==> config.mk <==
export PLATFORM = sky130hd
export DESIGN_NAME = rsci_command_interpreter
export DESIGN_NICKNAME = d
export VERILOG_FILES = /design/src/rtl/rsci_pkg.sv /design/src/rtl/rsci_command_interpreter.sv
export SDC_FILE = /design/constraint.sdc
export NUM_CORES = 1
export LEC_CHECK = 0
export BUFFER_PORTS_ARGS = -buffer_cell sky130_fd_sc_hd__buf_2
export CAP_MARGIN = 15
export CELL_PAD_IN_SITES_DETAIL_PLACEMENT = 0
export CELL_PAD_IN_SITES_GLOBAL_PLACEMENT = 1
export CORE_MARGIN = 2
export CORE_UTILIZATION = 53
export DETAILED_ROUTE_END_ITERATION = 7
export PLACE_DENSITY_LB_ADDON = 0.12
export SYNTH_ARGS = -nofsm -noshare
export SYNTH_HDL_FRONTEND = slang
export SYNTH_SLANG_ARGS = --single-unit
==> constraint.sdc <==
create_clock -name clk_i -period 14.95 [get_ports clk_i]
set_input_delay 0.7475 -clock clk_i [delete_from_list [all_inputs] [get_ports clk_i]]
set_output_delay 0.7475 -clock clk_i [all_outputs]
set_load 0.02 [all_outputs]
==> src/rtl/rsci_pkg.sv <==
// Shared types and constants of the relay scanner command interpreter
package rsci_pkg;

	////////////////////////////////////////////////////////////////////////////////
	// Word-serial commands from the commander
	typedef enum logic [3:0] {
		WS_BEGIN_OP,
		WS_BYTE_AVAIL,
		WS_BYTE_REQ,
		WS_CLEAR,
		WS_CLEAR_LOCK,
		WS_SET_LOCK,
		WS_READ_PROTO,
		WS_READ_STB,
		WS_TRIGGER
	} rsci_ws_e;

	typedef struct packed {
		logic            valid;
		rsci_ws_e        cmd;
		logic [7:0]      data;
	} rsci_ws_s;

	////////////////////////////////////////////////////////////////////////////////
	// Parsed common and scan commands from the text parser
	typedef enum logic [3:0] {
		CC_CLS,
		CC_ESE,
		CC_ESE_Q,
		CC_ESR_Q,
		CC_IDN_Q,
		CC_OPC,
		CC_OPC_Q,
		CC_RST,
		CC_SRE,
		CC_SRE_Q,
		CC_STB_Q,
		CC_TRG,
		CC_TST_Q,
		CC_WAI,
		CC_ABORT,
		CC_INIT
	} rsci_cc_e;

	typedef struct packed {
		logic            valid;
		rsci_cc_e        op;
		logic [7:0]      arg;
	} rsci_cc_s;

	////////////////////////////////////////////////////////////////////////////////
	// Reply text, low byte sent first
	localparam int unsigned REP_BYTES = 12;

	typedef struct packed {
		logic [REP_BYTES*8-1:0] text;
		logic [3:0]             len;
	} rsci_rep_s;

	////////////////////////////////////////////////////////////////////////////////
	// Register offsets of the plain register port
	localparam logic [3:0] REG_CTRL   = 4'h0;
	localparam logic [3:0] REG_ESE    = 4'h1;
	localparam logic [3:0] REG_SRE    = 4'h2;
	localparam logic [3:0] REG_STB    = 4'h3;
	localparam logic [3:0] REG_ESR    = 4'h4;
	localparam logic [3:0] REG_RESP   = 4'h5;
	localparam logic [3:0] REG_ERRCNT = 4'h6;

	// Field positions
	localparam int unsigned STB_ERQ   = 2;
	localparam int unsigned STB_MAV   = 4;
	localparam int unsigned STB_ESB   = 5;
	localparam int unsigned STB_RQS   = 6;
	localparam int unsigned ESR_OPC   = 0;
	localparam int unsigned ESR_EXE   = 4;
	localparam int unsigned ESR_CME   = 5;
	localparam int unsigned RESP_LOCK = 0;
	localparam int unsigned RESP_DOR  = 1;
	localparam int unsigned RESP_RUN  = 2;

	// Trigger source codes in the control register
	localparam logic [1:0] TRIG_SRC_IMM  = 2'h0;
	localparam logic [1:0] TRIG_SRC_BUS  = 2'h1;
	localparam logic [1:0] TRIG_SRC_HOLD = 2'h2;
	localparam logic [1:0] TRIG_SRC_TTL  = 2'h3;

	// Values after reset
	localparam logic [1:0] CTRL_RST   = 2'h2;
	localparam logic [7:0] ESE_RST    = 8'h00;
	localparam logic [7:0] SRE_RST    = 8'h00;
	localparam logic [7:0] ESR_RST    = 8'h00;

	// Output queue and text constants
	localparam int unsigned OQ_DEPTH  = 16;
	localparam int unsigned OQ_AW     = 4;
	localparam logic [7:0]  CHAR_0    = 8'h30;
	localparam logic [7:0]  CHAR_LF   = 8'h0a;
	localparam logic [3:0]  ERR_MAX   = 4'hf;

	// Arbitrary identification values
	localparam logic [15:0] PROTO_WORD = 16'h0008;
	localparam logic [87:0] ID_TEXT    = 88'h0a_30_2c_30_2c_31_2c_49_43_53_52;
	localparam logic [3:0]  ID_LEN     = 4'hb;

endpackage : rsci_pkg

==> src/rtl/rsci_command_interpreter.sv <==
// Relay scanner command interpreter
//
// Contract
// (RQ1) Begin-operation starts operation, idempotent
// (RQ2) Byte-available bytes go to command input
// (RQ3) Byte request returns next output queue byte
// (RQ4) Clear flushes interface, relays keep running
// (RQ5) Set-lock and clear-lock drive lock flag
// (RQ6) Read-protocol returns protocol word
// (RQ7) Read-status-byte returns current status byte
// (RQ8) Bus trigger steps scan when source bus
// (RQ9) Common trigger acts as word-serial trigger
// (RQ10) Abort idles scan, initiate arms it
// (RQ11) Clear-status empties events and queues
// (RQ12) Event enable register set and queried
// (RQ13) Event status query returns then clears
// (RQ14) Operation complete sets bit 0 when idle
// (RQ15) Completion query queues 1 when idle
// (RQ16) Wait-to-continue stalls until operations finish
// (RQ17) Reset restores power-up state with exceptions
// (RQ18) Service request enable set and queried
// (RQ19) Status byte query returns decimal value
// (RQ20) Self-test queues 0 pass, 1 fail
// (RQ21) Identification query queues board string
// (RQ22) Queue not empty sets bit 4, ready flag
// (RQ23) Parser errors set status and event bits
// (RQ24) Pending indicator covers relay and scan activity
`timescale 1ns/100ps

module rsci_command_interpreter (
	input  wire logic                 clk_i,
	input  wire logic                 rst_b_i,
	input  wire rsci_pkg::rsci_ws_s   ws_i,
	output logic                      ws_ans_valid_o,
	output logic [15:0]               ws_ans_o,
	output logic                      cmd_byte_valid_o,
	output logic [7:0]                cmd_byte_o,
	output logic                      parser_flush_o,
	input  wire rsci_pkg::rsci_cc_s   cc_i,
	output logic                      cc_ready_o,
	input  wire logic                 syntax_err_i,
	input  wire logic                 range_err_i,
	input  wire logic                 err_pop_i,
	input  wire logic                 relay_busy_i,
	output logic                      scan_step_o,
	output logic                      scan_armed_o,
	output logic                      dev_reset_o,
	output logic                      selftest_start_o,
	input  wire logic                 selftest_done_i,
	input  wire logic                 selftest_fail_i,
	input  wire logic [3:0]           addr_i,
	input  wire logic [7:0]           wdata_i,
	input  wire logic                 wr_i,
	input  wire logic                 rd_i,
	output logic [7:0]                rdata_o
);

	////////////////////////////////////////////////////////////////////////////////
	// Functions

	// Value as decimal text followed by a line feed
	function automatic rsci_pkg::rsci_rep_s nr1(input logic [7:0] v);
		rsci_pkg::rsci_rep_s r;
		logic [7:0]          h;
		logic [7:0]          t;
		logic [7:0]          o;
		r = '0;
		h = rsci_pkg::CHAR_0 + v / 8'h64;
		t = rsci_pkg::CHAR_0 + (v / 8'h0a) % 8'h0a;
		o = rsci_pkg::CHAR_0 + v % 8'h0a;
		if (v >= 8'h64) begin
			r.text[31:0] = {rsci_pkg::CHAR_LF, o, t, h};
			r.len = 4'h4;
		end else if (v >= 8'h0a) begin
			r.text[23:0] = {rsci_pkg::CHAR_LF, o, t};
			r.len = 4'h3;
		end else begin
			r.text[15:0] = {rsci_pkg::CHAR_LF, o};
			r.len = 4'h2;
		end
		return r;
	endfunction : nr1

	// One character followed by a line feed
	function automatic rsci_pkg::rsci_rep_s one_char(input logic [7:0] c);
		rsci_pkg::rsci_rep_s r;
		r = '0;
		r.text[15:0] = {rsci_pkg::CHAR_LF, c};
		r.len = 4'h2;
		return r;
	endfunction : one_char

	////////////////////////////////////////////////////////////////////////////////
	// Declarations

	typedef enum logic [2:0] {
		ST_IDLE,
		ST_WAIT_OPC,
		ST_WAIT_OPCQ,
		ST_WAIT_WAI,
		ST_TEST,
		ST_DRAIN
	} rsci_state_e;

	rsci_state_e         state;
	rsci_state_e         next_state;
	rsci_pkg::rsci_rep_s rep;
	rsci_pkg::rsci_rep_s rep_val;
	logic                rep_load;
	logic [7:0]          oq_mem [rsci_pkg::OQ_DEPTH];
	logic [rsci_pkg::OQ_AW:0] oq_wr;
	logic [rsci_pkg::OQ_AW:0] oq_rd;
	logic                oq_empty;
	logic                oq_full;
	logic                oq_push;
	logic                oq_pop;
	logic                ws_take;
	logic                ws_clear;
	logic                running;
	logic                lock;
	logic [1:0]          trig_src;
	logic [7:0]          ese;
	logic [7:0]          sre;
	logic [7:0]          esr;
	logic [7:0]          esr_set;
	logic [3:0]          err_cnt;
	logic [7:0]          stb;
	logic                pending;
	logic                trig_hit;
	logic                opc_set;
	logic                esr_clr;
	logic                cls;
	logic                soft_rst;
	logic                trig_cc;
	logic                abort;
	logic                arm;
	logic                ese_wr;
	logic                sre_wr;
	logic                st_start;

	////////////////////////////////////////////////////////////////////////////////
	// Status byte and shared terms

	assign ws_take  = ws_i.valid;
	assign ws_clear = ws_take && (ws_i.cmd == rsci_pkg::WS_CLEAR);
	assign oq_empty = (oq_wr == oq_rd);
	assign oq_full  = (oq_wr[rsci_pkg::OQ_AW] != oq_rd[rsci_pkg::OQ_AW]) &&
		(oq_wr[rsci_pkg::OQ_AW-1:0] == oq_rd[rsci_pkg::OQ_AW-1:0]);
	assign pending  = relay_busy_i || scan_step_o;                           // [RQ24]

	always_comb begin
		stb = 8'h00;
		stb[rsci_pkg::STB_ERQ] = (err_cnt != 4'h0);                             // [RQ23]
		stb[rsci_pkg::STB_MAV] = !oq_empty;                                     // [RQ22]
		stb[rsci_pkg::STB_ESB] = |(esr & ese);
		stb[rsci_pkg::STB_RQS] = |(stb & sre & 8'hbf);
	end

	assign cc_ready_o = (state == ST_IDLE) && !ws_clear;

	////////////////////////////////////////////////////////////////////////////////
	// Command sequencer

	always_comb begin
		next_state = state;
		rep_load   = 1'b0;
		rep_val    = '0;
		opc_set    = 1'b0;
		esr_clr    = 1'b0;
		cls        = 1'b0;
		soft_rst   = 1'b0;
		trig_cc    = 1'b0;
		abort      = 1'b0;
		arm        = 1'b0;
		ese_wr     = 1'b0;
		sre_wr     = 1'b0;
		st_start   = 1'b0;
		unique case (state)
			ST_IDLE: begin
				if (cc_i.valid && cc_ready_o) begin
					unique case (cc_i.op)
						rsci_pkg::CC_CLS: cls = 1'b1;                               // [RQ11]
						rsci_pkg::CC_ESE: ese_wr = 1'b1;                            // [RQ12]
						rsci_pkg::CC_ESE_Q: rep_val = nr1(ese);                     // [RQ12]
						rsci_pkg::CC_ESR_Q: begin
							rep_val = nr1(esr);                                     // [RQ13]
							esr_clr = 1'b1;                                         // [RQ13]
						end
						rsci_pkg::CC_IDN_Q: begin
							rep_val.text[87:0] = rsci_pkg::ID_TEXT;                 // [RQ21]
							rep_val.len = rsci_pkg::ID_LEN;
						end
						rsci_pkg::CC_OPC: next_state = ST_WAIT_OPC;                 // [RQ14]
						rsci_pkg::CC_OPC_Q: next_state = ST_WAIT_OPCQ;              // [RQ15]
						rsci_pkg::CC_RST: soft_rst = 1'b1;                          // [RQ17]
						rsci_pkg::CC_SRE: sre_wr = 1'b1;                            // [RQ18]
						rsci_pkg::CC_SRE_Q: rep_val = nr1(sre);                     // [RQ18]
						rsci_pkg::CC_STB_Q: rep_val = nr1(stb);                     // [RQ19]
						rsci_pkg::CC_TRG: trig_cc = 1'b1;                           // [RQ9]
						rsci_pkg::CC_TST_Q: begin
							st_start = 1'b1;                                        // [RQ20]
							next_state = ST_TEST;
						end
						rsci_pkg::CC_WAI: next_state = ST_WAIT_WAI;                 // [RQ16]
						rsci_pkg::CC_ABORT: abort = 1'b1;                           // [RQ10]
						rsci_pkg::CC_INIT: arm = 1'b1;                              // [RQ10]
					endcase
					rep_load = (rep_val.len != 4'h0);
					if (rep_load) begin
						next_state = ST_DRAIN;
					end
				end
			end
			ST_WAIT_OPC: begin
				if (!pending) begin
					opc_set = 1'b1;                                                 // [RQ14]
					next_state = ST_IDLE;
				end
			end
			ST_WAIT_OPCQ: begin
				if (!pending) begin
					rep_val = one_char(rsci_pkg::CHAR_0 + 8'h01);                   // [RQ15]
					rep_load = 1'b1;
					next_state = ST_DRAIN;
				end
			end
			ST_WAIT_WAI: begin
				if (!pending) begin
					next_state = ST_IDLE;                                           // [RQ16]
				end
			end
			ST_TEST: begin
				if (selftest_done_i) begin
					rep_val = one_char(rsci_pkg::CHAR_0 + {7'h00, selftest_fail_i}); // [RQ20]
					rep_load = 1'b1;
					next_state = ST_DRAIN;
				end
			end
			ST_DRAIN: begin
				if (rep.len == 4'h0) begin
					next_state = ST_IDLE;
				end
			end
		endcase
		if (ws_clear) begin
			next_state = ST_IDLE;                                                   // [RQ4]
			rep_load = 1'b0;
		end
	end

	always_ff @(posedge clk_i or negedge rst_b_i) begin
		if (!rst_b_i) begin
			state <= ST_IDLE;
		end else begin
			state <= next_state;
		end
	end

	////////////////////////////////////////////////////////////////////////////////
	// Reply shifter feeding the output queue

	assign oq_push = (rep.len != 4'h0) && !oq_full;
	assign oq_pop  = ws_take && (ws_i.cmd == rsci_pkg::WS_BYTE_REQ) && !oq_empty;

	always_ff @(posedge clk_i or negedge rst_b_i) begin
		if (!rst_b_i) begin
			rep <= '0;
		end else if (ws_clear || cls) begin
			rep <= '0;                                                              // [RQ4]
		end else if (rep_load) begin
			rep <= rep_val;
		end else if (oq_push) begin
			rep.text <= {8'h00, rep.text[rsci_pkg::REP_BYTES*8-1:8]};
			rep.len  <= rep.len - 4'h1;
		end
	end

	always_ff @(posedge clk_i) begin
		if (oq_push) begin
			oq_mem[oq_wr[rsci_pkg::OQ_AW-1:0]] <= rep.text[7:0];
		end
	end

	always_ff @(posedge clk_i or negedge rst_b_i) begin
		if (!rst_b_i) begin
			oq_wr <= '0;
			oq_rd <= '0;
		end else if (ws_clear || cls) begin
			oq_wr <= '0;                                                            // [RQ11]
			oq_rd <= '0;
		end else begin
			if (oq_push) begin
				oq_wr <= oq_wr + 1'b1;
			end
			if (oq_pop) begin
				oq_rd <= oq_rd + 1'b1;                                              // [RQ3]
			end
		end
	end

	////////////////////////////////////////////////////////////////////////////////
	// Word-serial answers and command byte path

	always_ff @(posedge clk_i or negedge rst_b_i) begin
		if (!rst_b_i) begin
			ws_ans_valid_o <= 1'b0;
			ws_ans_o       <= 16'h0000;
		end else begin
			ws_ans_valid_o <= 1'b0;
			if (ws_take) begin
				unique case (ws_i.cmd)
					rsci_pkg::WS_BYTE_REQ: begin
						ws_ans_valid_o <= 1'b1;
						ws_ans_o <= oq_empty ? 16'h0000 :
							{8'h00, oq_mem[oq_rd[rsci_pkg::OQ_AW-1:0]]};             // [RQ3]
					end
					rsci_pkg::WS_READ_PROTO: begin
						ws_ans_valid_o <= 1'b1;
						ws_ans_o <= rsci_pkg::PROTO_WORD;                           // [RQ6]
					end
					rsci_pkg::WS_READ_STB: begin
						ws_ans_valid_o <= 1'b1;
						ws_ans_o <= {8'h00, stb};                                   // [RQ7]
					end
					default: ;
				endcase
			end
		end
	end

	always_ff @(posedge clk_i or negedge rst_b_i) begin
		if (!rst_b_i) begin
			cmd_byte_valid_o <= 1'b0;
			cmd_byte_o       <= 8'h00;
			parser_flush_o   <= 1'b0;
		end else begin
			cmd_byte_valid_o <= ws_take && running &&
				(ws_i.cmd == rsci_pkg::WS_BYTE_AVAIL);                              // [RQ2]
			if (ws_take && (ws_i.cmd == rsci_pkg::WS_BYTE_AVAIL)) begin
				cmd_byte_o <= ws_i.data;                                            // [RQ2]
			end
			parser_flush_o <= ws_clear;                                             // [RQ4]
		end
	end

	always_ff @(posedge clk_i or negedge rst_b_i) begin
		if (!rst_b_i) begin
			running <= 1'b0;
			lock    <= 1'b0;
		end else if (ws_take) begin
			if (ws_i.cmd == rsci_pkg::WS_BEGIN_OP) begin
				running <= 1'b1;                                                    // [RQ1]
			end
			if (ws_i.cmd == rsci_pkg::WS_SET_LOCK) begin
				lock <= 1'b1;                                                       // [RQ5]
			end else if (ws_i.cmd == rsci_pkg::WS_CLEAR_LOCK) begin
				lock <= 1'b0;                                                       // [RQ5]
			end
		end
	end

	////////////////////////////////////////////////////////////////////////////////
	// Scan trigger subsystem, untouched by the word-serial clear

	assign trig_hit = ((ws_take && running && (ws_i.cmd == rsci_pkg::WS_TRIGGER)) || trig_cc) &&
		scan_armed_o && (trig_src == rsci_pkg::TRIG_SRC_BUS);                   // [RQ8] [RQ9]

	always_ff @(posedge clk_i or negedge rst_b_i) begin
		if (!rst_b_i) begin
			scan_armed_o <= 1'b0;
			scan_step_o  <= 1'b0;
		end else begin
			scan_step_o <= trig_hit;                                                // [RQ8]
			if (abort || soft_rst) begin
				scan_armed_o <= 1'b0;                                               // [RQ10]
			end else if (arm) begin
				scan_armed_o <= 1'b1;                                               // [RQ10]
			end
		end
	end

	always_ff @(posedge clk_i or negedge rst_b_i) begin
		if (!rst_b_i) begin
			dev_reset_o      <= 1'b0;
			selftest_start_o <= 1'b0;
		end else begin
			dev_reset_o      <= soft_rst;                                           // [RQ17]
			selftest_start_o <= st_start;                                           // [RQ20]
		end
	end

	////////////////////////////////////////////////////////////////////////////////
	// Event status, enables and error count

	always_comb begin
		esr_set = 8'h00;
		esr_set[rsci_pkg::ESR_OPC] = opc_set;                                       // [RQ14]
		esr_set[rsci_pkg::ESR_EXE] = range_err_i;                                   // [RQ23]
		esr_set[rsci_pkg::ESR_CME] = syntax_err_i;                                  // [RQ23]
	end

	always_ff @(posedge clk_i or negedge rst_b_i) begin
		if (!rst_b_i) begin
			esr <= rsci_pkg::ESR_RST;
		end else begin
			esr <= ((esr_clr || cls) ? 8'h00 : esr) | esr_set;                      // [RQ11] [RQ13]
		end
	end

	always_ff @(posedge clk_i or negedge rst_b_i) begin
		if (!rst_b_i) begin
			err_cnt <= 4'h0;
		end else if (cls) begin
			err_cnt <= {3'h0, syntax_err_i || range_err_i};                         // [RQ11]
		end else if ((syntax_err_i || range_err_i) && !err_pop_i) begin
			if (err_cnt != rsci_pkg::ERR_MAX) begin
				err_cnt <= err_cnt + 4'h1;                                          // [RQ23]
			end
		end else if (err_pop_i && !(syntax_err_i || range_err_i) && (err_cnt != 4'h0)) begin
			err_cnt <= err_cnt - 4'h1;
		end
	end

	always_ff @(posedge clk_i or negedge rst_b_i) begin
		if (!rst_b_i) begin
			ese <= rsci_pkg::ESE_RST;
			sre <= rsci_pkg::SRE_RST;
		end else begin
			if (ese_wr) begin
				ese <= cc_i.arg;                                                    // [RQ12]
			end else if (wr_i && (addr_i == rsci_pkg::REG_ESE)) begin
				ese <= wdata_i;
			end
			if (sre_wr) begin
				sre <= cc_i.arg;                                                    // [RQ18]
			end else if (wr_i && (addr_i == rsci_pkg::REG_SRE)) begin
				sre <= wdata_i;
			end
		end
	end

	////////////////////////////////////////////////////////////////////////////////
	// Register port

	always_ff @(posedge clk_i or negedge rst_b_i) begin
		if (!rst_b_i) begin
			trig_src <= rsci_pkg::CTRL_RST;
		end else if (soft_rst) begin
			trig_src <= rsci_pkg::CTRL_RST;                                         // [RQ17]
		end else if (wr_i && (addr_i == rsci_pkg::REG_CTRL)) begin
			trig_src <= wdata_i[1:0];
		end
	end

	always_ff @(posedge clk_i or negedge rst_b_i) begin
		if (!rst_b_i) begin
			rdata_o <= 8'h00;
		end else if (rd_i) begin
			unique case (addr_i)
				rsci_pkg::REG_CTRL:   rdata_o <= {6'h00, trig_src};
				rsci_pkg::REG_ESE:    rdata_o <= ese;
				rsci_pkg::REG_SRE:    rdata_o <= sre;
				rsci_pkg::REG_STB:    rdata_o <= stb;
				rsci_pkg::REG_ESR:    rdata_o <= esr;
				rsci_pkg::REG_RESP:   rdata_o <= {5'h00, running, !oq_empty, lock}; // [RQ22]
				rsci_pkg::REG_ERRCNT: rdata_o <= {4'h0, err_cnt};
				default:              rdata_o <= 8'h00;
			endcase
		end else begin
			rdata_o <= 8'h00;
		end
	end

endmodule : rsci_command_interpreter

Yosys cells after proc, flatten, opt, wreduce, memory -nomap -nowiden
Memories as Yosys holds them, arrays and structs flattened.
Cells that the tools add are included.
{"block": "classes", "n_addsub": 18, "mul": 0, "n_div": 16, "magnitude_cmp": 8, "eq_ne": 46, "shift": 0, "n_mux": 95, "bitwise": 3, "reduce_logical": 57}
{"operator": "case mux 88 bit (5 select lines)", "count": 1}
{"operator": "two-way mux 100 bit", "count": 3}
{"operator": "case mux 100 bit (3 select lines)", "count": 1}
{"operator": "two-way mux 92 bit", "count": 3}
{"operator": "two-way mux 28 bit", "count": 4}
{"operator": "adder 6 x 8 -> 8 bit (first input constant)", "count": 12}
{"operator": "two-way mux 20 bit", "count": 4}
{"operator": "modulo 8 x 4 -> 8 bit (second input constant)", "count": 7}
{"operator": "two-way mux 8 bit", "count": 7}
{"operator": "case mux 8 bit (7 select lines)", "count": 1}
{"operator": "two-way mux 4 bit", "count": 12}
{"operator": "case mux 16 bit (3 select lines)", "count": 1}
{"operator": "equality test 4 x 3 -> 1 bit (second input constant)", "count": 11}
{"operator": "two-way mux 1 bit", "count": 40}
{"operator": "equality test 4 bit (second input constant)", "count": 9}
{"operator": "two-way mux 16 bit", "count": 2}
{"operator": "divider 8 x 4 -> 8 bit (second input constant)", "count": 3}
{"operator": "divider 8 x 7 -> 8 bit (second input constant)", "count": 3}
{"operator": "equality test 4 x 2 -> 1 bit (second input constant)", "count": 6}
{"operator": "greater-or-equal comparator 8 x 4 -> 1 bit (second input constant)", "count": 3}
{"operator": "greater-or-equal comparator 8 x 7 -> 1 bit (second input constant)", "count": 3}
{"operator": "two-way mux 3 bit", "count": 7}
{"operator": "two-way mux 5 bit", "count": 4}
{"operator": "logical AND 1 bit", "count": 19}
{"operator": "41 further kinds", "count": 77}
{"block": "totals", "ff_bits": 184, "latch_bits": 0, "mem_bits_rw": 128, "romBits": 0, "input_bits": 48, "out_inout_bits": 40, "word_cells": 266, "mem_count": 1}
{"name": "oq_mem", "words": 16, "width": 8, "read_ports": 1, "rd_ports_with_merged_regs": 0, "write_ports": 1, "line_no": "rsci_command_interpreter.sv:110", "rtl": "logic [7:0] oq_mem [rsci_pkg::OQ_DEPTH];"}

Depth between registers and ports, before layout
Gate-level depths: netlist of the first run.
{"block": "depth", "word_depth": 18, "mapped_depth": 37, "depth_no_buf": 32}

Worst setup path after synthesis of the first run
No wires, ideal clock.
{"block": "synth_path", "path_kind": "register to register", "from": "reg oq_rd[0] (netlist bit)", "to": "reg rep[9] (netlist bit)", "setup_time_ps": 96, "t_arrival_ps": 6627, "required_time_ps": 14854, "setup_slack_ps": 8227, "stages_incl_launch_ff": 34, "n_path_buf": 5, "period_less_slack_ps": 6723, "cell_sequence": "dfrtp_1 > buf_2 > xnor2_1 > and4_1 > clkbuf_1 > nand2_1 > clkbuf_1 > ha_1 > a21boi_2 > nor3_1 > a21o_1 > ha_1 > buf_1 > or3_1 > and2_1 > clkbuf_1 > ha_1 > a21o_1 > a31oi_4 > o211ai_1 > nor3_1 > nor2_1 > ha_1 > or3_1 > a2111oi_4 > a311o_2 > o211ai_4 > nand2_2 > ha_1 > o21ai_0 > nand2_1 > a31oi_1 > a211oi_1 > o31ai_1"}
{"block": "synth_between", "elab_chain_cells": 16, "elab_cells_between_ends": 31, "classes_between": "add/sub: 3; div: 4; order compare: 2; eq/ne: 2; mux: 12; bitwise: 1; reduce/logical: 7"}
{"item": "from (decl)", "line_no": "rsci_command_interpreter.sv:112", "rtl": "logic [rsci_pkg::OQ_AW:0] oq_rd;"}
{"item": "from (signal assigned)", "line_no": "rsci_command_interpreter.sv:296", "rtl": "oq_rd <= oq_rd + 1'b1;"}
{"item": "equality test 5 bit", "line_no": "rsci_command_interpreter.sv:146", "rtl": "assign oq_empty = (oq_wr == oq_rd);"}
{"item": "logical NOT 1 bit", "line_no": "rsci_command_interpreter.sv:154", "rtl": "stb[rsci_pkg::STB_MAV] = !oq_empty;"}
{"item": "bitwise AND 6 x 8 -> 8 bit", "line_no": "rsci_command_interpreter.sv:156", "rtl": "stb[rsci_pkg::STB_RQS] = |(stb & sre & 8'hbf);"}
{"item": "OR reduction 7 bit", "line_no": "rsci_command_interpreter.sv:156"}
{"item": "divider 7 x 4 -> 8 bit / greater-or-equal comparator 7 x 4 -> 1 bit (equally long branches)", "line_no": "rsci_command_interpreter.sv:69, rsci_command_interpreter.sv:74"}
{"item": "modulo 8 x 4 -> 8 bit / two-way mux 20 bit (equally long branches)", "line_no": "rsci_command_interpreter.sv:69, rsci_command_interpreter.sv:74"}
{"item": "adder 6 x 8 -> 8 bit / two-way mux 28 bit (equally long branches)", "line_no": "rsci_command_interpreter.sv:69, rsci_command_interpreter.sv:71"}
{"item": "two-way mux 20 bit / case mux 88 bit (5 select lines) (equally long branches)", "line_no": "rsci_command_interpreter.sv:74, rsci_command_interpreter.sv:181"}
{"item": "two-way mux 28 bit / two-way mux 92 bit (equally long branches)", "line_no": "rsci_command_interpreter.sv:71, rsci_command_interpreter.sv:180"}
{"item": "case mux 88 bit (5 select lines) / two-way mux 92 bit (equally long branches)", "line_no": "rsci_command_interpreter.sv:181, rsci_command_interpreter.sv:178"}
{"item": "two-way mux 92 bit / nonzero test 4 bit (equally long branches)", "line_no": "rsci_command_interpreter.sv:180, rsci_command_interpreter.sv:208"}
{"item": "two-way mux 92 bit / two-way mux 1 bit (equally long branches)", "line_no": "rsci_command_interpreter.sv:178, rsci_command_interpreter.sv:180"}
{"item": "two-way mux 92 bit / case mux 1 bit (3 select lines) (equally long branches)", "line_no": "rsci_command_interpreter.sv:180, rsci_command_interpreter.sv:178"}
{"item": "case mux 100 bit (3 select lines) / two-way mux 1 bit (equally long branches)", "line_no": "rsci_command_interpreter.sv:178, rsci_command_interpreter.sv:245"}
{"item": "two-way mux 100 bit", "line_no": "rsci_command_interpreter.sv:270", "rtl": "end else if (rep_load) begin"}
{"item": "two-way mux 100 bit", "line_no": "rsci_command_interpreter.sv:268", "rtl": "end else if (ws_clear || cls) begin"}
{"item": "to (signal assigned)", "line_no": "rsci_command_interpreter.sv:271", "rtl": "rep <= rep_val;"}
{"item": "to (decl)", "line_no": "rsci_command_interpreter.sv:107", "rtl": "rsci_pkg::rsci_rep_s rep;"}
Parallel ways exist; a longest one is shown, timed or not. The select of a mux whose other input is x is not followed.
A chain may end at the register's enable or synchronous reset.

Final worst setup path of the first run
{"block": "layout_path", "from": "reg oq_rd[2] (netlist bit)", "to": "reg rep[9] (netlist bit)"}
Same word-level chain as after synthesis.

==> results of run 1 <==
[stage by stage]
step | hold WS (ns) | std cells | instance area (µm²)
global placement | 0.462 | 1904 | 16000
finish | 0.125 | 1955 | 16900
global route | 0.158 | 1955 | 16900
detailed placement | 0.471 | 1904 | 16000
floorplan | 0.442 | 1521 | 15400
CTS | 0.142 | 1954 | 16900
[worst max-delay path by stage]
stage,startpoint,end,slack (ns),cells past startpoint
2_1_floorplan,oq_rd[0],rep[9],8.23,33
3_3_place_gp,oq_rd[2],rep[9],7.46,29
3_5_place_dp,oq_rd[2],rep[9],7.33,29
4_1_cts,oq_rd[2],rep[9],7.25,29
5_1_grt,oq_rd[2],rep[9],6.38,29
6_report,oq_rd[2],rep[9],7.15,29
[logic make-up after synthesis]
family                     share of synthesized area (%)
AOI/OAI and AO/OA                                   19.2
xor gates and xnor gates                            2.56
adders and majority gates                           4.32
buffers and inverters                               4.09
DFF                                                 44.5
muxes                                               9.28
other                                             0.0488
and+or+nand+nor                                     16.1
[area by class of cell]
class | instances | area, µm²
Fill cell | 2375 | 11700
Multi-Input combinational cell | 1126 | 7980
Sequential cell | 248 | 6850
Clock buffer | 29 | 693
Timing Repair Buffer | 95 | 522
Tap cell | 384 | 480
Clock inverter | 21 | 218
Inverter | 52 | 201
[cell usage in the layout, fill, tap and decap left out, drive strengths merged, types with 10 or more instances in the layout]
cell type,count
nor2,146
nand2,141
edfxtp,128
dfrtp,119
a21oi,105
buf,95
o21ai,87
inv,53
ha,50
mux4,41
mux2i,37
nand3,35
a31oi,31
nor3,30
xnor2,29
clkbuf,29
and2,25
and3,19
nand4,17
o211ai,17
nor2b,16
xor2,16
nand2b,16
o22ai,15
a221oi,15
clkinv,13
mux2,12
conb,11
a211oi,11
o31ai,10
o21a,10
o221ai,10
or2,10
[sequential cells by signal, summed over array words and instances (netlist names), 2 cells and up]
register and flops:
cmd_byte_o 8, err_cnt 4, ese 8, esr 3, oq_mem 128, oq_rd 5, oq_wr 5, rdata_o 8
rep 49, sre 8, state 3, trig_src 2, ws_ans_o 8
[routing by layer]
layer	wire length, µm	track usage (%)	up-vias
li1	-	-	5761
met1	18900	40.4	6231
met2	22100	50.0	509
met3	2830	3.41	92
met4	1560	9.77	0
met5	0	0	-
[cells in the mapped netlist, types with 11 or more instances]
cell type	number
a211oi_1	11
a21oi_1	103
a221oi_1	13
a31oi_1	30
and2_1	24
and3_1	18
buf_2	12
clkbuf_1	65
dfrtp_1	119
edfxtp_1	128
ha_1	50
inv_1	44
mux2_2	12
mux2i_1	37
mux4_2	41
nand2_1	139
nand2b_1	16
nand3_1	35
nand4_1	17
nor2_1	145
nor2b_1	16
nor3_1	30
o211ai_1	16
o21ai_0	72
o21ai_1	14
o22ai_1	15
xnor2_1	29
xor2_1	16
[worst max-delay path: cells and delay by family, from the launching register on]
family / cells / cell delay (ns)
buf+inv: 2 / 0.34
simple gates: 11 / 2.83
fa+ha+maj: 5 / 1.55
xor+xnor: 1 / 0.24
compound gates: 10 / 1.95
flops: 1 / 0.77
==> metrics.cfg, run 1 <==
[outcome]
status = complete, no violations

[clock_network]
path_clk_slew_ns = 0.06
clock_path_buffers = 3
cts_resized = 0
cts-htree-levels = 1
clock_latency_ns = 0.55
numCtsBuffers = 27
clock_sinks = 248
hold_buffers = 0
cts_setup_buffers = 0
cts-root-buf = clkbuf_16
cts_tree = yes

[worst_setup_path]
worst-setup-path-type = reg2reg
r2r_slack_ns = 7.15
critPathRequiredTime_ns = 15.39
r2r-end = rep[9]
cpMostUsedCell = ha_1
r2r_start = oq_rd[2]
slowest_stage = dfrtp_1
critPathMaxStageDelay_ns = 0.77
worst-path-max-fanout = 12
endpoint_kind = register
worst-r2r-cell-count = 29
start_kind = register
worstPathArrival_ns = 8.25

[timing]
hold_violations = 0
fin_crit_sh_pct = 52.2
post-route-min-period_ns = 7.80
worstMarginPinSlew_ns = 1.10
drv_slew = 0
finalClockSkew_ns = 0.0222
fmax_mhz = 128
setup_ws_ns = 7.15
setup_tns_ns = 0
relSlewSlack_pct = 26.7
setup-violations-final = 0
rsz0062_at_grt = no

[floorplanning]
initial_core_util_pct = 53.8
rows = 62
pin_count = 88
fp.dieArea_mm2 = 0.0304
die_height_um = 174
die_w_um = 174
core_area_mm2 = 0.0286

[finish]
utilization_pct = 59.2
n_antenna_cell = 0
drive_gt1_share_pct = 15.7
nNetsFinal = 1649
syn2layout_area_growth_pct = 9.99

[synth]
async_flop_share_pct = 48.4
syn_area_mm2 = 0.0154
synth_cell_types = 112
ys.flop_type = edfxtp_1
synth_edf_count = 128
yosysTopAreaCellShare_pct = 25.0
ys_warn_count = 0
synthCells = 1512
synth.largest_area_cell = edfxtp_1
yosysSeqAreaShare_pct = 44.5
avgSynthCellArea_um2 = 10.2
ys_ff_latch = 248
synth_area_leaders = edfxtp_1 (25%), dfrtp_1 (19%), mux4_2 (6.0%)

[route]
vias = 12600
detail_route.wl_per_cell_um = 23.2
drtAntennaViolNets = 0
drtPass1Iterations = 6
viasPerCell = 6.44
drt_iter0_drc = 1445
totalWireLength_um = 45300
route.detailed.drc = 0

[place]
place_congestion = 0.969
dpl_worst_slack_ns = 7.33
dp_hpwl_um = 32400
io_buffers = 79

[global_routing]
gr-total-overflow = 0
grt_max_degree = 72
antenna_found_initial = 0
grt_pass1_wl_um = 70700
grt_pass1_vias = 12000
grt_use_total_pct = 29.8

[job]
max-cap-violations = 0

[worst_hold_path]
hold_class = in2async

Power of run 1 is not shown: default switching activity piles up to over one toggle a cycle in this logic, so the estimate is an artifact.
==> run 2: changes to the inputs <==
--- a/config.mk
+++ b/config.mk
@@ -10,7 +10,7 @@
 export CELL_PAD_IN_SITES_DETAIL_PLACEMENT = 0
 export CELL_PAD_IN_SITES_GLOBAL_PLACEMENT = 1
 export CORE_MARGIN = 2
-export CORE_UTILIZATION = 53
+export CORE_UTILIZATION = 49
 export DETAILED_ROUTE_END_ITERATION = 7
 export PLACE_DENSITY_LB_ADDON = 0.12
 export SYNTH_ARGS = -nofsm -noshare
==> constraint.sdc (replaced) <==
create_clock -name clk_i -period 8 [get_ports clk_i]
set_input_delay 0.4 -clock clk_i [delete_from_list [all_inputs] [get_ports clk_i]]
set_output_delay 0.4 -clock clk_i [all_outputs]
set_load 0.02 [all_outputs]
==> run 2 against run 1 <==
Effect of this change: via count shrank 0.94%; clock-buffer cell count grew 6; largest cell class unchanged; first-iteration DRC count shrank 23%; design area grew 0.76%; highest routed layer unchanged; die area grew 8.0%; setup slack lost 6.4 ns; register-to-register slack lost 6.4 ns.
==> metrics.cfg, run 2 (synthesis gave the netlist of run 1 again) <==
[finish]
n_fill_cell = 2763
multi_input_comb_area_mm2 = 0.00799
drive_gt1_share_pct = 15.8
syn2layout_area_growth_pct = 10.8
seqCellArea_mm2 = 0.00685
n_antenna_cell = 0
largest_register_ffs = 128
final_cell_mix = nor2_1 (145), nand2_1 (139), edfxtp_1 (128)
nNetsFinal = 1658
final_common_cell = nor2_1

[route]
drt_iter0_drc = 1116
vias = 12500
detail_route.wl_per_cell_um = 23.3
drtAntennaViolNets = 0
route.detailed.drc = 0
totalWireLength_um = 46000
drtPass1Iterations = 6
viasPerCell = 6.31

[clock_network]
numCtsBuffers = 27
cts-htree-levels = 1
cts_tree = yes
cts_setup_buffers = 0
clock_path_buffers = 3
clock_latency_ns = 0.56
clock_sinks = 248
path_clk_slew_ns = 0.06
cts-root-buf = clkbuf_16

[worst_setup_path]
worst-path-max-fanout = 11
endpoint_kind = register
worst-r2r-cell-count = 28
cpMostUsedCell = ha_1
slowest_stage = dfrtp_1
worstPathArrival_ns = 7.69
r2r_start = oq_rd[3]
critPathMaxStageDelay_ns = 0.56
r2r_slack_ns = 0.76
critPathRequiredTime_ns = 8.45
r2r-end = rep[9]
worst-setup-path-type = reg2reg
start_kind = register

[global_routing]
gr-total-overflow = 0
grt_pass1_vias = 12000
grt_max_degree = 71
grt_pass1_wl_um = 71700
antenna_found_initial = 1
grt_use_total_pct = 28.0

[timing]
rsz0062_at_grt = no
relSlewSlack_pct = 22.7
hold_violations = 0
worstMarginPinSlew_ns = 1.16
fin_crit_sh_pct = 90.5
post-route-min-period_ns = 7.24
setup_tns_ns = 0
drv_slew = 0
finalClockSkew_ns = 0.0215
setup-violations-final = 0
fmax_mhz = 138

[floorplanning]
die_w_um = 181
initial_core_util_pct = 50.1
core_area_mm2 = 0.0307
die_height_um = 181
fp.dieArea_mm2 = 0.0329
rows = 64
pin_count = 88

[place]
dp_hpwl_um = 33900
place_congestion = 1.02
io_buffers = 79

[outcome]
status = complete, no violations

[worst_hold_path]
hold_class = in2reg
hp-start = syntax_err_i
worstHoldPathCells = 2
hold_end = esr[5]

[job]
max-cap-violations = 0

## run 2: area by class of cell
class                      instances  area share, %
clock buffer                      35           4.25
clock inverter                    15           1.30
inverter                          52           1.18
multi-input combinational       1126           46.8
sequential                       248           40.1
tap                              396           2.90
timing repair buffer             104           3.47
## run 2: per-layer routing
layer | wire length, µm | track usage [%] | vias up
met5 | 0 | 0 | -
met4 | 1770 | 9.92 | 0
met3 | 2790 | 3.63 | 90
met2 | 22100 | 46.5 | 481
met1 | 19400 | 37.8 | 6117
li1 | - | - | 5786
## run 2: how the worst max path moves through the flow
stage | from | end | slack (ns) | depth (start not counted)
2_1_floorplan | oq_rd[0] | rep[9] | 1.28 | 33
3_3_place_gp | oq_rd[3] | rep[9] | 0.79 | 29
3_5_place_dp | oq_rd[3] | rep[9] | 0.64 | 28
4_1_cts | oq_rd[3] | rep[9] | 0.56 | 28
5_1_grt | oq_rd[3] | rep[9] | 0.05 | 28
6_report | oq_rd[3] | rep[9] | 0.76 | 28
## run 2: per-stage QoR
stage | worst slack [ns] | area (µm²) | utilization (%) | instances | hold WS [ns]
after floorplan | 1.28 | 15400 | - | 1521 | 0.104
after global placement | 0.792 | 16100 | 52.4 | 1925 | 0.374
after detailed placement | 0.640 | 16100 | 52.4 | 1925 | 0.384
after CTS | 0.560 | 17100 | 55.5 | 1976 | 0.0595
after global routing | 0.0536 | 17100 | 55.5 | 1976 | 0.0499
final | 0.760 | 17100 | 55.5 | 1976 | 0.0765
## run 2: timing repair
action,4_1_cts,5_1_grt
hold buffers,1,0
endpoints found under the hold margin,49,0
setup endpoints to repair,0,1
resized for setup,0,1
## run 2: critical path: cells and delay by family (launching register included)
| kind | cells | cell delay, ns |
|---|---|---|
| compound gates | 12 | 2.42 |
| simple gates | 8 | 1.88 |
| fa+ha+maj | 5 | 1.49 |
| flops | 1 | 0.56 |
| buf+inv | 2 | 0.40 |
| xor+xnor | 1 | 0.36 |
Power of run 2 is left out for the same reason.
